**src/hdl/asr_pkg.sv**
```systemverilog
// constants for the analog supervision register bank
package asr_pkg;
  // ------------------------------------------------------------
  // register indices and address width
  // ------------------------------------------------------------
  localparam logic [3:0] IDX_PWR_CTRL = 4'h1;
  localparam logic [3:0] IDX_MON_CFG  = 4'h2;
  localparam logic [3:0] IDX_STATUS   = 4'h3;
  localparam logic [3:0] IDX_IRQ_STAT = 4'h8;
  localparam logic [3:0] IDX_IRQ_MASK = 4'h9;
  localparam int ADDR_W = 6;
  // ------------------------------------------------------------
  // reset values
  // ------------------------------------------------------------
  localparam logic [7:0] RST_PWR_CTRL = 8'h74;
  localparam logic [7:0] RST_MON_CFG  = 8'h60;
  localparam logic [7:0] RST_STATUS   = 8'h00;
  localparam logic [7:0] RST_IRQ_MASK = 8'h00;
  // ------------------------------------------------------------
  // writable bit masks, reserved bits stay zero
  // ------------------------------------------------------------
  localparam logic [7:0] WMASK_PWR_CTRL = 8'h7f;
  localparam logic [7:0] WMASK_MON_CFG  = 8'h7e;
  localparam logic [7:0] WMASK_STATUS   = 8'h7f;
  // ------------------------------------------------------------
  // field positions
  // ------------------------------------------------------------
  localparam int BIT_HV_EN      = 6;
  localparam int BIT_CONV2_EN   = 5;
  localparam int BIT_CLKOUT_EN  = 4;
  localparam int BIT_TRIG_EN    = 3;
  localparam int TRIM_LSB       = 0;
  localparam int TRIM_W         = 3;
  localparam int BIT_HV_MASK    = 6;
  localparam int BIT_CONV2_MASK = 5;
  localparam int BIT_FILT_MASK  = 4;
  localparam int SEL_LSB        = 1;
  localparam int SEL_W          = 3;
  localparam logic [2:0] SEL_OFF = 3'h0;
  // ------------------------------------------------------------
  // axi responses
  // ------------------------------------------------------------
  localparam logic [1:0] RESP_OKAY   = 2'h0;
  localparam logic [1:0] RESP_SLVERR = 2'h2;
endpackage

```
**src/hdl/asr_regs.sv**
```systemverilog
// analog supervision register bank with axi4-lite slave
//
// Function
// rw power control register at 0x01 holds enables and trim
// bit 6 enables the 20 v regulator
// bit 5 enables the second dc-dc converter
// bit 4 enables the clock output pin
// bit 3 drives tx activity onto trigger pin, else tri-state
// bits 2..0 are a 3-bit current limit trim code
// bit 7 of power control is reserved
// rw monitor config register at 0x02
// bits 6..4 mask supply monitors from the save warning
// analog output select 000 disables monitor output
// select codes 001..111 route fixed analog sources
// bits 0 and 7 of monitor config are reserved
// read-only status register at 0x03, bit 7 reserved
// supply bits read 1 while above undervoltage threshold
// crystal bit reads 1 while oscillator runs
// thermal warning bit reads 1 while warning present
// thermal shutdown bit reads 1 once a shutdown occurred
// reserved bits read zero, writes to them ignored
// status writes ignored, inputs synchronised before read
module asr_regs (
  input  wire logic               aclk,
  input  wire logic               aresetn,
  input  wire logic               clk_en,
  input  wire logic [5:0]         s_axi_awaddr,
  input  wire logic               s_axi_awvalid,
  output logic                    s_axi_awready,
  input  wire logic [31:0]        s_axi_wdata,
  input  wire logic [3:0]         s_axi_wstrb,
  input  wire logic               s_axi_wvalid,
  output logic                    s_axi_wready,
  output logic [1:0]              s_axi_bresp,
  output logic                    s_axi_bvalid,
  input  wire logic               s_axi_bready,
  input  wire logic [5:0]         s_axi_araddr,
  input  wire logic               s_axi_arvalid,
  output logic                    s_axi_arready,
  output logic [31:0]             s_axi_rdata,
  output logic [1:0]              s_axi_rresp,
  output logic                    s_axi_rvalid,
  input  wire logic               s_axi_rready,
  input  wire logic               hv_rail_ok,
  input  wire logic               second_rail_ok,
  input  wire logic               bus_voltage_ok,
  input  wire logic               filter_voltage_ok,
  input  wire logic               xtal_running,
  input  wire logic               thermal_warning,
  input  wire logic               thermal_shutdown_seen,
  input  wire logic               tx_activity,
  output logic                    hv_regulator_enable,
  output logic                    second_converter_enable,
  output logic                    clock_out_enable,
  output logic                    trigger_pin_o,
  output logic                    trigger_pin_oe,
  output logic [2:0]              hv_current_limit_trim,
  output logic [2:0]              analog_output_select,
  output logic                    analog_output_enable,
  output logic                    save_warning_n,
  output logic                    irq
);

  // ------------------------------------------------------------
  // registers
  // ------------------------------------------------------------
  logic [7:0]  pwr_ctrl_r;
  logic [7:0]  mon_cfg_r;
  logic [6:0]  sync1_r;
  logic [6:0]  sync2_r;
  logic [7:0]  status_r;
  logic [7:0]  irq_stat_r;
  logic [7:0]  irq_mask_r;
  logic        aw_got_r;
  logic        w_got_r;
  logic [3:0]  aw_idx_r;
  logic [7:0]  wdata_r;
  logic        wstrb0_r;
  logic [7:0]  status_prev_r;

  logic [6:0]  raw_in;
  logic        do_write;
  logic [3:0]  ar_idx;
  logic [7:0]  ev_fall;
  logic        wr_ok;

  assign raw_in = {hv_rail_ok, second_rail_ok, bus_voltage_ok,
                   filter_voltage_ok, xtal_running, thermal_warning,
                   thermal_shutdown_seen};
  assign do_write = aw_got_r && w_got_r && !s_axi_bvalid;
  assign ar_idx   = s_axi_araddr[5:2];
  assign wr_ok    = (aw_idx_r == asr_pkg::IDX_PWR_CTRL) ||
                    (aw_idx_r == asr_pkg::IDX_MON_CFG) ||
                    (aw_idx_r == asr_pkg::IDX_STATUS) ||
                    (aw_idx_r == asr_pkg::IDX_IRQ_STAT) ||
                    (aw_idx_r == asr_pkg::IDX_IRQ_MASK);

  // ------------------------------------------------------------
  // status input synchroniser
  // ------------------------------------------------------------
  always_ff @(posedge aclk) begin
    if (!aresetn) begin
      sync1_r  <= 7'h00;
      sync2_r  <= 7'h00;
      status_r <= asr_pkg::RST_STATUS;
    end else if (clk_en) begin
      sync1_r  <= raw_in;
      sync2_r  <= sync1_r;
      // bit 7 reserved, forced zero; flags
      status_r <= {1'b0, sync2_r} & asr_pkg::WMASK_STATUS;
    end
  end

  // ------------------------------------------------------------
  // write channel
  // ------------------------------------------------------------
  always_ff @(posedge aclk) begin
    if (!aresetn) begin
      aw_got_r      <= 1'b0;
      w_got_r       <= 1'b0;
      aw_idx_r      <= 4'h0;
      wdata_r       <= 8'h00;
      wstrb0_r      <= 1'b0;
      s_axi_awready <= 1'b0;
      s_axi_wready  <= 1'b0;
      s_axi_bvalid  <= 1'b0;
      s_axi_bresp   <= asr_pkg::RESP_OKAY;
    end else if (clk_en) begin
      s_axi_awready <= !aw_got_r && !s_axi_awready && s_axi_awvalid;
      s_axi_wready  <= !w_got_r && !s_axi_wready && s_axi_wvalid;
      if (s_axi_awvalid && s_axi_awready) begin
        aw_got_r <= 1'b1;
        aw_idx_r <= s_axi_awaddr[5:2];
      end
      if (s_axi_wvalid && s_axi_wready) begin
        w_got_r  <= 1'b1;
        wdata_r  <= s_axi_wdata[7:0];
        wstrb0_r <= s_axi_wstrb[0];
      end
      if (do_write) begin
        s_axi_bvalid <= 1'b1;
        s_axi_bresp  <= wr_ok ? asr_pkg::RESP_OKAY : asr_pkg::RESP_SLVERR;
      end else if (s_axi_bvalid && s_axi_bready) begin
        s_axi_bvalid <= 1'b0;
        aw_got_r     <= 1'b0;
        w_got_r      <= 1'b0;
      end
    end
  end

  // ------------------------------------------------------------
  // control registers
  // ------------------------------------------------------------
  always_ff @(posedge aclk) begin
    if (!aresetn) begin
      pwr_ctrl_r <= asr_pkg::RST_PWR_CTRL;
      mon_cfg_r  <= asr_pkg::RST_MON_CFG;
      irq_mask_r <= asr_pkg::RST_IRQ_MASK;
    end else if (clk_en && do_write && wstrb0_r) begin
      // status index is accepted but changes nothing
      if (aw_idx_r == asr_pkg::IDX_PWR_CTRL)
        pwr_ctrl_r <= wdata_r & asr_pkg::WMASK_PWR_CTRL;
      if (aw_idx_r == asr_pkg::IDX_MON_CFG)
        mon_cfg_r <= wdata_r & asr_pkg::WMASK_MON_CFG;
      if (aw_idx_r == asr_pkg::IDX_IRQ_MASK)
        irq_mask_r <= wdata_r & asr_pkg::WMASK_STATUS;
    end
  end

  // ------------------------------------------------------------
  // interrupts: any status bit falling is an event
  // ------------------------------------------------------------
  assign ev_fall = status_prev_r & ~status_r;

  always_ff @(posedge aclk) begin
    if (!aresetn) begin
      status_prev_r <= asr_pkg::RST_STATUS;
      irq_stat_r    <= 8'h00;
      irq           <= 1'b0;
    end else if (clk_en) begin
      status_prev_r <= status_r;
      // set wins over write-one-to-clear
      irq_stat_r <= (irq_stat_r & ~((do_write && wstrb0_r &&
                    aw_idx_r == asr_pkg::IDX_IRQ_STAT) ? wdata_r : 8'h00))
                    | ev_fall;
      irq <= |(irq_stat_r & irq_mask_r);
    end
  end

  // ------------------------------------------------------------
  // read channel
  // ------------------------------------------------------------
  always_ff @(posedge aclk) begin
    if (!aresetn) begin
      s_axi_arready <= 1'b0;
      s_axi_rvalid  <= 1'b0;
      s_axi_rdata   <= 32'h0000_0000;
      s_axi_rresp   <= asr_pkg::RESP_OKAY;
    end else if (clk_en) begin
      s_axi_arready <= !s_axi_rvalid && !s_axi_arready && s_axi_arvalid;
      if (s_axi_arvalid && s_axi_arready) begin
        s_axi_rvalid <= 1'b1;
        s_axi_rresp  <= asr_pkg::RESP_OKAY;
        case (ar_idx)
          asr_pkg::IDX_PWR_CTRL: s_axi_rdata <= {24'h0, pwr_ctrl_r};
          asr_pkg::IDX_MON_CFG:  s_axi_rdata <= {24'h0, mon_cfg_r};
          asr_pkg::IDX_STATUS:   s_axi_rdata <= {24'h0, status_r};
          asr_pkg::IDX_IRQ_STAT: s_axi_rdata <= {24'h0, irq_stat_r};
          asr_pkg::IDX_IRQ_MASK: s_axi_rdata <= {24'h0, irq_mask_r};
          default: begin
            s_axi_rdata <= 32'h0000_0000;
            s_axi_rresp <= asr_pkg::RESP_SLVERR;
          end
        endcase
      end else if (s_axi_rvalid && s_axi_rready) begin
        s_axi_rvalid <= 1'b0;
      end
    end
  end

  // ------------------------------------------------------------
  // analog control outputs, registered
  // ------------------------------------------------------------
  always_ff @(posedge aclk) begin
    if (!aresetn) begin
      hv_regulator_enable     <= 1'b0;
      second_converter_enable <= 1'b0;
      clock_out_enable        <= 1'b0;
      trigger_pin_o           <= 1'b0;
      trigger_pin_oe          <= 1'b0;
      hv_current_limit_trim   <= 3'h0;
      analog_output_select    <= 3'h0;
      analog_output_enable    <= 1'b0;
      save_warning_n          <= 1'b1;
    end else if (clk_en) begin
      hv_regulator_enable     <= pwr_ctrl_r[asr_pkg::BIT_HV_EN];
      second_converter_enable <= pwr_ctrl_r[asr_pkg::BIT_CONV2_EN];
      clock_out_enable        <= pwr_ctrl_r[asr_pkg::BIT_CLKOUT_EN];
      // pin released, not driven low, when disabled
      trigger_pin_oe <= pwr_ctrl_r[asr_pkg::BIT_TRIG_EN];
      trigger_pin_o  <= pwr_ctrl_r[asr_pkg::BIT_TRIG_EN] & tx_activity;
      hv_current_limit_trim <=
        pwr_ctrl_r[asr_pkg::TRIM_LSB +: asr_pkg::TRIM_W];
      // source mux itself is analog; code passed through
      analog_output_select <=
        mon_cfg_r[asr_pkg::SEL_LSB +: asr_pkg::SEL_W];
      analog_output_enable <=
        mon_cfg_r[asr_pkg::SEL_LSB +: asr_pkg::SEL_W] != asr_pkg::SEL_OFF;
      // unmasked monitor low asserts the warning
      save_warning_n <= !(
        (!mon_cfg_r[asr_pkg::BIT_HV_MASK]    && !sync2_r[6]) ||
        (!mon_cfg_r[asr_pkg::BIT_CONV2_MASK] && !sync2_r[5]) ||
        (!mon_cfg_r[asr_pkg::BIT_FILT_MASK]  && !sync2_r[3]));
    end
  end
endmodule // asr_regs

```
**config.mk**
```make
export PLATFORM = sky130hd
export DESIGN_NAME = asr_regs
export DESIGN_NICKNAME = d
export VERILOG_FILES = /design/src/hdl/asr_pkg.sv /design/src/hdl/asr_regs.sv
export SDC_FILE = /design/constraint.sdc
export NUM_CORES = 1
export LEC_CHECK = 0
export BUFFER_PORTS_ARGS = -buffer_cell sky130_fd_sc_hd__buf_2
export CAP_MARGIN = 20
export CORE_UTILIZATION = 54
export CTS_BUF_LIST = sky130_fd_sc_hd__clkbuf_8
export CTS_CLUSTER_DIAMETER = 100
export DETAILED_ROUTE_END_ITERATION = 7
export GPL_TIMING_DRIVEN = 0
export PLACE_DENSITY_LB_ADDON = 0.12
export SETUP_SLACK_MARGIN = 0.2
export SLEW_MARGIN = 20
export SYNTH_ARGS = -nofsm -noshare
export SYNTH_HDL_FRONTEND = slang
export SYNTH_SLANG_ARGS = --single-unit
```
**constraint.sdc**
```tcl
create_clock -name aclk -period 1.7 [get_ports aclk]
set_input_delay 0.255 -clock aclk [delete_from_list [all_inputs] [get_ports aclk]]
set_output_delay 0.255 -clock aclk [all_outputs]
set_load 0.1 [all_outputs]
```
# Word-level counts from Yosys, hierarchy flattened
# Cells that the tools add are included.
[totals]
regBits = 126
latchBits = 0
ram_bits = 0
romBits = 0
in_bits = 64
output_inout_bits = 55
wordCells = 116
mem_count = 0
[op_classes]
n_addsub = 0
mul = 0
div = 0
order_cmp = 0
eq_ne = 10
shift = 0
muxes = 14
bitwise_logic = 7
reduce_logical = 54
[op_table]
columns = ["cell", "n"]
rows = [
  ["8-bit case mux with 5 select lines", 1],
  ["1-bit logical AND", 20],
  ["2-bit AND reduction", 9],
  ["4-bit by 2-bit == test with 1-bit output (second input constant)", 4],
  ["4-bit == test (second input constant)", 4],
  ["1-bit logical NOT", 14],
  ["1-bit two-way mux", 10],
  ["7-bit by 8-bit bitwise AND with 8-bit output", 1],
  ["8-bit by 7-bit bitwise AND with 8-bit output", 1],
  ["8-bit bitwise AND", 1],
  ["4-bit by 1-bit == test with 1-bit output (second input constant)", 2],
  ["8-bit two-way mux", 1],
  ["7-bit NOT with 8-bit output", 1],
  ["8-bit NOT", 1],
  ["8-bit OR", 1],
  ["8-bit OR reduction", 1],
  ["1-bit logical OR", 6],
  ["5-bit OR reduction", 1],
  ["2-bit two-way mux", 2],
  ["2-bit nonzero test", 2],
  ["3-bit nonzero test", 1],
  ["1-bit bitwise AND", 1],
]

# Longest topological paths before layout
# Gate-level depths: netlist of the first run.
[depth]
ltp_word = 8
depth_mapped = 6
ltp_nobuf = 4

# Worst setup path after synthesis of the first run
# OpenSTA, ideal clock, no wires.
[synth_path]
kind = "reg-to-reg"
from = "register s_axi_bvalid"
to = "register pwr_ctrl_r[2]"
arrival_time_ps = 1890
t_required_ps = 1574
slack_ps = -316
stages_incl_launch_ff = 5
path_buffers = 0
period_less_slack_ps = 2016
path_cell_list = "dfxtp_1 nand4b_2 nor4_4 mux2i_1 nand2_1"
[synth_via]
elab_chain_len = 5
[synth_rtl]
columns = ["element", "line_no", "text"]
rows = [
  ["from (decl)", "asr_regs.sv:35", "output logic s_axi_bvalid,"],
  ["from (signal assigned)", "asr_regs.sv:126", "s_axi_bvalid <= 1'b0;"],
  ["from (signal assigned)", "asr_regs.sv:141", "s_axi_bvalid <= 1'b1;"],
  ["from (signal assigned)", "asr_regs.sv:144", "s_axi_bvalid <= 1'b0;"],
  ["1-bit logical NOT", "asr_regs.sv:90", "assign do_write = aw_got_r && w_got_r && !s_axi_bvalid;"],
  ["1-bit logical AND", "asr_regs.sv:90", ""],
  ["1-bit logical AND (2 in a row)", "asr_regs.sv:159", "end else if (clk_en && do_write && wstrb0_r) begin"],
  ["2-bit AND reduction (no line)", "n/a", ""],
  ["to (signal assigned)", "asr_regs.sv:156", "pwr_ctrl_r <= asr_pkg::RST_PWR_CTRL;"],
  ["to (signal assigned)", "asr_regs.sv:162", "pwr_ctrl_r <= wdata_r & asr_pkg::WMASK_PWR_CTRL;"],
  ["to (decl)", "asr_regs.sv:67", "logic [7:0] pwr_ctrl_r;"],
]
# Every way passes these cells.
# A chain may end at the register's enable or synchronous reset.

# Worst setup path in the final report of the first run
[layout_path]
from = "register aw_idx_r[0]"
to = "register mon_cfg_r[4]"
[layout_via]
elab_chain_len = 2
[layout_rtl]
columns = ["element", "line_no", "text"]
rows = [
  ["from (decl)", "asr_regs.sv:76", "logic [3:0] aw_idx_r;"],
  ["from (signal assigned)", "asr_regs.sv:133", "aw_idx_r <= s_axi_awaddr[5:2];"],
  ["4-bit by 2-bit == test with 1-bit output", "asr_regs.sv:163", "if (aw_idx_r == asr_pkg::IDX_MON_CFG)"],
  ["2-bit AND reduction (no line)", "n/a", ""],
  ["to (signal assigned)", "asr_regs.sv:157", "mon_cfg_r <= asr_pkg::RST_MON_CFG;"],
  ["to (signal assigned)", "asr_regs.sv:164", "mon_cfg_r <= wdata_r & asr_pkg::WMASK_MON_CFG;"],
  ["to (decl)", "asr_regs.sv:68", "logic [7:0] mon_cfg_r;"],
]
# Every way passes these cells.

==> results of run 1 <==
critical path, delay by kind of cell (launching register included):
kind                   cells  cell delay, ps
buffers and inverters      1             150
flip-flops                 1             330
multiplexers               1             170
AND/OR/NAND/NOR            3             720
per-layer routing:
| metal | track usage, % | up-vias | wire [um] |
|---|---|---|---|
| li1 | - | 1734 | - |
| met1 | 32.8 | 1603 | 4720 |
| met2 | 37.3 | 104 | 4420 |
| met3 | 4.97 | 11 | 497 |
| met4 | 6.99 | 0 | 118 |
| met5 | 0 | - | 0 |
sequential cells by signal, indices dropped and copies added (netlist names), 3 cells and up:
name and flops:
hv_current_limit_trim 3, irq_mask_r 7, status_r 7, aw_idx_r 4
irq_stat_r 8, sync1_r 7, mon_cfg_r 6, pwr_ctrl_r 7
analog_output_select 3, sync2_r 7, s_axi_rdata 8, status_prev_r 7
wdata_r 8
final cells by class:
type | instances | area share, %
sequential | 100 | 39.9
multi-input combinational | 323 | 39.4
timing repair buffer | 67 | 7.21
buffer | 54 | 6.67
clock buffer | 12 | 3.26
tap | 99 | 2.44
clock inverter | 4 | 0.938
inverter | 2 | 0.148
power groups by stage:
stage / Combinational (mW) / Clock (mW) / Sequential (mW)
2_1_floorplan: 0.479 / 0 / 2.61
3_3_place_gp: 0.740 / 0 / 2.47
3_5_place_dp: 0.746 / 0 / 2.47
4_1_cts: 0.751 / 1.59 / 2.42
5_1_grt: 0.787 / 1.70 / 2.42
6_report: 0.753 / 1.57 / 2.42
cell usage in the layout (no fill, tap or decap), types with 3 or more instances in the layout:
cell type and instances:
dfxtp_1 92, buf_2 65, mux2i_1 62, nand2_1 56
nor2_1 55, buf_4 35, conb_1 26, a21oi_1 25
o21ai_0 14, clkbuf_8 12, nand2b_1 10, clkbuf_1 9
nand3_1 9, nand3b_1 9, a22o_1 8, a31oi_1 7
mux2_2 6, a222oi_1 6, buf_1 5, nor3b_1 5
dfxtp_2 4, dfxtp_4 4, and3_1 3, inv_1 3
clkbuf_2 3, nor2b_1 3, nor3_1 3
cell families (layout without fill, tap and decap cells):
group,Yosys count,count (layout)
AOI/OAI and AO/OA,68,68
buffers and inverters,56,139
other,1,26
DFF,100,100
and+or+nand+nor,161,161
muxes,68,68
cells in the mapped netlist, drive strengths merged (2+ instances only):
| library cell | n |
|---|---|
| nor2b | 3 |
| inv | 2 |
| buf | 41 |
| nand3b | 9 |
| and3 | 3 |
| nor2 | 55 |
| o21ai | 14 |
| mux2 | 6 |
| a22o | 8 |
| clkbuf | 12 |
| nor3 | 4 |
| nand3 | 9 |
| a21oi | 25 |
| dfxtp | 100 |
| nor3b | 5 |
| a222oi | 6 |
| mux2i | 62 |
| a31oi | 7 |
| nand2 | 56 |
| nand2b | 10 |
what timing repair did:
item,CTS,global route
endpoints found under the hold margin,0,0
pin swaps,1,2
buffers inserted,4,3
setup endpoints to repair,82,31
resized for setup,6,6
metrics by stage:
stage | total power, mW | setup TNS (ps) | cell area [sq um] | worst slack, ps | utilization (%)
2_1_floorplan | 3.09 | 0 | 4340 | 188 | -
5_1_grt | 4.91 | 0 | 5070 | 130 | 68.4
3_3_place_gp | 3.21 | -16420 | 4770 | -319 | 64.3
3_5_place_dp | 3.22 | -18400 | 4770 | -365 | 64.3
6_report | 4.74 | 0 | 5070 | 193 | 68.4
4_1_cts | 4.76 | 0 | 5030 | 135 | 67.9
worst min path at each step:
stage / startpoint / end / slack (ps) / cells after the start
floorplan: s_axi_wstrb[0] / wstrb0_r$_SDFFE_PN0P_ / 390 / 2
global placement: wdata_r[7]$_SDFFE_PN0P_ / irq_stat_r[7]$_SDFFE_PN0P_ / 420 / 1
detailed placement: wdata_r[7]$_SDFFE_PN0P_ / irq_stat_r[7]$_SDFFE_PN0P_ / 420 / 1
CTS: thermal_shutdown_seen / sync1_r[0]$_SDFFE_PN0P_ / 130 / 3
global route: s_axi_wdata[7] / wdata_r[7]$_SDFFE_PN0P_ / 130 / 3
finish: s_axi_awaddr[3] / aw_idx_r[1]$_SDFFE_PN0P_ / 130 / 3
==> metrics, run 1 <==
worst-path cell chain=or3b_1 -> or3_1 -> buf_6 -> mux2i_1 -> nor2_1; fin crit period=1510 ps; die width=90.5 um; antenna violations before repair=0; Synth Area in Compound Gates=10.3%; IO Count=119; max cap viols=0; largest family of logic cells by synthesized area=simple AND/OR/NAND/NOR gates; TritonCTS clock tree=built; Worst slew margin=53.7%; HP Class=in2reg; RSZ-0062 raised after global routing=true; CP Launch Point=aw_idx_r[0]$_SDFFE_PN0P_; WP data arrival=1740 ps; Synth area leader=dfxtp_1; Slew @ Worst Pin=693 ps; clk buf depth=2; vias in the first global route=3030; largest net degree at the start of global routing=16; register bit total from synthesis=100; synthesized area=0.00423 sq mm; Total GRT Usage=23.7%; FF-to-FF setup slack=190 ps; Total Routed Length=9750 um; RR Endpoint=mon_cfg_r[4]$_SDFFE_PN0P_; total CTS buffers=9; DR WL/cell=14.8 um; Core Rows=31; storage element area=0.00202 sq mm; Syn Area/Cell=9.31 sq um; Die H=90.5 um; synthesized-area fraction occupied by adder cells=0%; Filler cells=623; DRC Markers=0; Initial DRC Count=260; P_leak=2.31 nW; placed cells=638; Multi-input gate area=0.00200 sq mm; Clock Sinks=100; CTS Hold Bufs=0; GPL Wtd Cong=0.813; Gate power share=15.9%; yosys warns=0; layout cells sized above 1=24.7%; final hold violation count=0; CP startpoint kind=register; Yosys cell types=40; CP peak stage delay=350 ps; Initial Util=57.0%; Core Box Area=0.00741 sq mm; Layout Nets=621; Buffers on Ports=60; Max IR drop VDD=462 uV; power density over the cells=936 mW/mm^2; top cell type's share of synthesized area=47.4%; final max-slew violation count=0; DR vias=3452; full die area=0.00818 sq mm; crit path kind=reg2reg; Post-DP HPWL=7240 um; Final Cycle Share=88.6%; Max H-tree Level=3; skew final=9.61 ps; Reg2Reg Depth=5; Worst-path clk slew=90 ps; Setup Viol. Count Final=0; sequential fraction of the synthesis area=47.4%; Area Growth Syn to Fin=19.9%; final std cells w/o fill=661; Critical R2R Launch=aw_idx_r[0]$_SDFFE_PN0P_; vias per cell=5.22; number of diodes=0; internal power=3.35 mW; largest cells by area after synthesis=dfxtp_1, mux2i_1, buf_4, nand2_1, nor2_1; Critical Path RT=1930 ps; XOR/XNOR Fraction of Synth Area=0%; sw power=1.39 mW; Post-synth top flop=dfxtp_1; Async S/R FF share, synth=0%; crit path to=mon_cfg_r[4]$_SDFFE_PN0P_; Clock Latency Late Sink=360 ps; final hold slack=128 ps; Flop pwr share=51.0%; CP Capture Type=register; GR Overflow Total=0; DRT Pass-1 Iters=4; Post-Synth Simple-Gate Area=18.0%; Worst path slowest cell=or3b_1; Clk pwr share=33.1%; Sw Ratio=29.3%; Post-Syn Instances=454; number of synthesized flops with an enable pin=0; root buf cell=clkbuf_8; Peak Freq=0.664 GHz; worst-path maximum fanout=6; post-synthesis mux area share=16.3%; run status=complete, no violations; ANT nets after route=0; global-route wire length before repair=15200 um
Power figures use the tool's default switching activity.
==> run 2: changes to the inputs <==
--- a/config.mk
+++ b/config.mk
@@ -7,7 +7,7 @@
 export LEC_CHECK = 0
 export BUFFER_PORTS_ARGS = -buffer_cell sky130_fd_sc_hd__buf_2
 export CAP_MARGIN = 20
-export CORE_UTILIZATION = 54
+export CORE_UTILIZATION = 30
 export CTS_BUF_LIST = sky130_fd_sc_hd__clkbuf_8
 export CTS_CLUSTER_DIAMETER = 100
 export DETAILED_ROUTE_END_ITERATION = 7
==> run 2 against run 1 <==
Wire length grew 17%. Clock-buffer cell count shrank 1. Via count grew 0.38%. Global-route usage shrank 7.4 points. Worst setup slack lost 24 ps. First-iteration DRC count shrank 27%. Sequential cell count is the same. Clock power is essentially flat. Worst hold slack lost 18 ps. Register-to-register slack lost 20 ps. Sequential share of layout area shrank 0.88 points. Die area grew 78%.
==> metrics, run 2 (synthesized netlist as in run 1, its figures left out) <==
run status=complete, no violations; Largest regs=irq_stat_r: 8 flops, s_axi_rdata: 8 flops, wdata_r: 8 flops; Die H=121 um; P_leak=2.33 nW; worst-path maximum fanout=6; CP peak stage delay=360 ps; Reg2Reg Depth=5; Hold Crit Depth=3; number of diodes=0; worst-path cell chain=or3b_1 -> or3_4 -> buf_6 -> mux2i_1 -> nand2_1; final hold violation count=0; antenna violations before repair=0; Layout Nets=622; Total GRT Usage=16.3%; Initial DRC Count=191; die width=121 um; most frequent cells in the layout=dfxtp_1, buf_2, mux2i_1, nand2_1, nor2_1; TritonCTS clock tree=built; Setup Viol. Count Final=0; Post-DP HPWL=8420 um; CTS Hold Bufs=0; power density over the cells=912 mW/mm^2; Buffers on Ports=60; IO Count=119; WP data arrival=1770 ps; Max IR drop VDD=370 uV; total CTS buffers=9; DR vias=3465; clk buf depth=2; Clock Latency Late Sink=370 ps; fin crit period=1530 ps; Filler cells=1416; Clock Sinks=100; Final Util=38.4%; ANT nets after route=0; vias in the first global route=3239; setup_tns=0 ps; Design Area, Final=0.00519 sq mm; Core Rows=42; layout cells sized above 1=25.9%; Slew @ Worst Pin=781 ps; DRT Pass-1 Iters=4; Worst-path clk slew=100 ps; CP Capture Type=register; GPL Wtd Cong=0.806; final max-slew violation count=0; Initial Util=31.3%; largest net degree at the start of global routing=16; skew final=14.8 ps; commonest non-fill, non-tap cell in the layout=dfxtp_1; Critical Path RT=1930 ps; DR WL/cell=15.5 um; RSZ-0062 raised after global routing=true; global-route wire length before repair=17800 um; DRC Markers=0; root buf cell=clkbuf_8; Max H-tree Level=3; GR Overflow Total=0; crit path kind=reg2reg; Final Cycle Share=90.1%; area of placed instances=0.00486 sq mm; max cap viols=0; Total Routed Length=11400 um; HP Class=in2reg; Peak Freq=0.653 GHz; Worst slew margin=47.8%; Core Box Area=0.0135 sq mm; full die area=0.0146 sq mm; vias per cell=4.69; CP startpoint kind=register; Area Growth Syn to Fin=22.8%; Worst path slowest cell=or3b_1
[run 2: cell types whose count changed in the layout (fill, tap and decap cells not counted), sizes merged]
cell    delta
clkbuf     -2
clkinv     -1
buf        +2
inv        +2
[run 2: layer usage]
metal	wire length [um]	vias up	GRT usage, %	part of all wire, %
li1	-	1732	-	-
met1	5550	1624	22.5	49
met2	5190	96	25.1	45
met3	498	13	2.74	4.4
met4	185	0	6.87	1.6
met5	0	-	0	0
[run 2: timing repair]
| action | in CTS | in global routing |
|---|---|---|
| cloned | 0 | 0 |
| endpoints found under the setup margin | 94 | 46 |
| hold endpoints to repair | 0 | 0 |
| pin swaps | 2 | 1 |
| resized for setup | 9 | 17 |
| buffers inserted | 5 | 3 |
[run 2: worst paths after layout]
| kind | startpoint | end | slack, ps |
|---|---|---|---|
| worst max register to register | aw_idx_r[0]$_SDFFE_PN0P_ | mon_cfg_r[5]$_SDFFE_PN1P_ | 170 |
| worst min-delay path | s_axi_awaddr[3] | aw_idx_r[1]$_SDFFE_PN0P_ | 110 |
| worst max-delay path | aw_idx_r[0]$_SDFFE_PN0P_ | mon_cfg_r[5]$_SDFFE_PN1P_ | 170 |
| worst min register to register | irq_stat_r[7]$_SDFFE_PN0P_ | irq_stat_r[7]$_SDFFE_PN0P_ | 450 |
[run 2: report_power, final]
group          internal, mW  switching, mW  total (mW)
clock                 0.744          0.800        1.54
combinational         0.174          0.592       0.766
sequential             2.38         0.0350        2.42
[run 2: per-stage QoR]
| step | hold WS (ps) | std cells | power (mW) | setup WS (ps) |
|---|---|---|---|---|
| 4_1_cts | 95.3 | 736 | 4.79 | 158 |
| 2_1_floorplan | 391 | 479 | 3.09 | 188 |
| 3_5_place_dp | 424 | 715 | 3.24 | -423 |
| 6_report | 110 | 739 | 4.73 | 169 |
| 3_3_place_gp | 418 | 715 | 3.23 | -434 |
| 5_1_grt | 95.2 | 739 | 4.92 | 104 |
[run 2: area by class of cell]
class / instances / area, sq um / share of cell area [%]
flip-flops and latches: 100 / 2020 / 39.0
multi-input cells: 323 / 2020 / 39.0
repair buffers: 68 / 368 / 7.09
plain buffers: 54 / 345 / 6.66
well taps: 176 / 220 / 4.25
clock buffers: 11 / 151 / 2.92
clock inverters: 5 / 46.3 / 0.892
inverters: 2 / 7.51 / 0.145
[run 2: worst max-delay path, delay by kind of cell (launching register included)]
kind | cells | cell delay (ps)
simple gates | 3 | 760
flops | 1 | 340
buf+inv | 1 | 150
mux | 1 | 140
==> run 3: changes to the inputs <==
--- a/config.mk
+++ b/config.mk
@@ -7,12 +7,12 @@
 export LEC_CHECK = 0
 export BUFFER_PORTS_ARGS = -buffer_cell sky130_fd_sc_hd__buf_2
 export CAP_MARGIN = 20
+export CORE_ASPECT_RATIO = 0.75
 export CORE_UTILIZATION = 30
 export CTS_BUF_LIST = sky130_fd_sc_hd__clkbuf_8
-export CTS_CLUSTER_DIAMETER = 100
+export CTS_CLUSTER_DIAMETER = 80
 export DETAILED_ROUTE_END_ITERATION = 7
 export GPL_TIMING_DRIVEN = 0
-export PLACE_DENSITY_LB_ADDON = 0.12
 export SETUP_SLACK_MARGIN = 0.2
 export SLEW_MARGIN = 20
 export SYNTH_ARGS = -nofsm -noshare
==> run 3 against run 2 <==
The flow now finishes with violations (DRC). Sequential power hardly changed. Cell count is 0.14% lower. First-iteration DRC count is 20% higher. Combinational power is 0.5% lower. Clock-buffer cell count is 2 higher. Worst setup slack better by 8.9 ps. Clock power is 6% lower. Critical path type unchanged. Critical endpoint is now mon_cfg_r[4]$_SDFFE_PN0P_. Largest cell class unchanged.
==> metrics, run 3 (synthesized netlist as in run 1, its figures left out) <==
CP top delay family=simple AND/OR/NAND/NOR gates; skew final=9.91 ps; fin crit period=1520 ps; global-route wire length before repair=17800 um; HP Class=in2reg; largest net degree at the start of global routing=15; layout cells sized above 1=26.1%; WP data arrival=1760 ps; Peak Freq=0.657 GHz; DR WL/cell=15.4 um; GPL Wtd Cong=0.869; worst-path maximum fanout=6; final hold slack=126 ps; TritonCTS clock tree=built; Initial DRC Count=230; CP startpoint kind=register; die width=139 um; Die H=105 um; Bufs and invs on worst path=1; Post-DP HPWL=8610 um; IO Count=119; Buffers on Ports=60; number of diodes=0; vias in the first global route=3344; area of placed instances=0.00486 sq mm; Final Cycle Share=89.5%; final max-slew violation count=0; Max IR drop VDD=352 uV; clk buf depth=2; Final Util=37.7%; CTS Hold Bufs=0; commonest non-fill, non-tap cell in the layout=dfxtp_1; total CTS buffers=9; P_leak=2.31 nW; most frequent cells in the layout=dfxtp_1, buf_2, mux2i_1, nand2_1, nor2_1; Clk pwr share=31.4%; Setup Viol. Count Final=0; vias per cell=4.71; Hold Crit Depth=3; Core Rows=37; Worst slew margin=47.1%; Largest regs=irq_stat_r: 8 flops, s_axi_rdata: 8 flops, wdata_r: 8 flops; Worst path slowest cell=dfxtp_4; RSZ-0062 raised after global routing=true; crit path kind=reg2reg; Worst-path clk slew=90 ps; worst-path cell chain=or3b_1 -> or3_4 -> buf_6 -> mux2i_2 -> nor2_1; antenna violations before repair=0; Area Growth Syn to Fin=22.6%; Flop pwr share=52.2%; GR Overflow Total=0; internal power=3.24 mW; Core Box Area=0.0137 sq mm; Critical Path RT=1940 ps; failing checks=DRC; max cap viols=0; DR vias=3478; CP peak stage delay=350 ps; Total Routed Length=11400 um; FF-to-FF setup slack=180 ps; power density over the cells=895 mW/mm^2; Design Area, Final=0.00518 sq mm; Worst path depth=5; Clock Sinks=100; Sw Ratio=30.2%; DRT Pass-1 Iters=8; Clock Latency Late Sink=370 ps; CP Capture Type=register; Max H-tree Level=3; Layout Nets=623; root buf cell=clkbuf_8; Initial Util=30.7%; full die area=0.0146 sq mm; ANT nets after route=0; Filler cells=1397; final hold violation count=0; DRC Markers=12; Slew @ Worst Pin=791 ps; Gate power share=16.4%; Reg2Reg Depth=5; sw power=1.40 mW; run status=complete, but fails checks; Total GRT Usage=16.0%
## run 3: layout make-up
type | instances | area (sq um) | area share, %
Clock buffer | 13 | 179 | 3.45
Buffer | 54 | 344 | 6.64
Multi-Input combinational cell | 323 | 2020 | 39.0
Sequential cell | 100 | 2030 | 39.1
Timing Repair Buffer | 69 | 378 | 7.29
Tap cell | 175 | 219 | 4.23
Inverter | 2 | 7.51 | 0.145
Clock inverter | 2 | 8.76 | 0.169
## run 3: path summary, 6_finish.rpt
path | from | end
max | aw_idx_r[3]$_SDFFE_PN0P_ | mon_cfg_r[4]$_SDFFE_PN0P_
min | bus_voltage_ok | sync1_r[4]$_SDFFE_PN0P_
max reg2reg | aw_idx_r[3]$_SDFFE_PN0P_ | mon_cfg_r[4]$_SDFFE_PN0P_
min reg2reg | wdata_r[7]$_SDFFE_PN0P_ | irq_stat_r[7]$_SDFFE_PN0P_
## run 3: stage by stage
| stage | setup WS, ps | setup TNS, ps | std cells | total power [mW] |
|---|---|---|---|---|
| finish | 178 | 0 | 738 | 4.64 |
| global route | 129 | 0 | 738 | 4.83 |
| detailed placement | -297 | -14200 | 714 | 3.23 |
| CTS | 170 | 0 | 735 | 4.66 |
| global placement | -302 | -15980 | 714 | 3.22 |
| floorplan | 188 | 0 | 479 | 3.09 |
## run 3: routing by layer
layer,track usage [%],vias up,share of wire [%]
li1,-,1725,-
met1,22.5,1631,51
met2,24.0,112,43
met3,4.17,10,5.8
met4,4.21,0,0.71
met5,0,-,0
## run 3: power groups by stage
stage | logic (mW) | clock network, mW | registers, mW
2_1_floorplan | 0.479 | 0 | 2.61
3_3_place_gp | 0.746 | 0 | 2.47
3_5_place_dp | 0.753 | 0 | 2.48
4_1_cts | 0.758 | 1.48 | 2.42
5_1_grt | 0.801 | 1.60 | 2.43
6_report | 0.762 | 1.45 | 2.42
## run 3: worst min-delay path, cell delays in order
cell and delay [ps]:
buf_2 70, mux2i_1 50, nor2_1 70
## run 3: what timing repair did
action | 4_1_cts | 5_1_grt
setup buffers | 6 | 3
setup endpoints to repair | 84 | 37
resized for setup | 8 | 18
pin swaps | 2 | 1
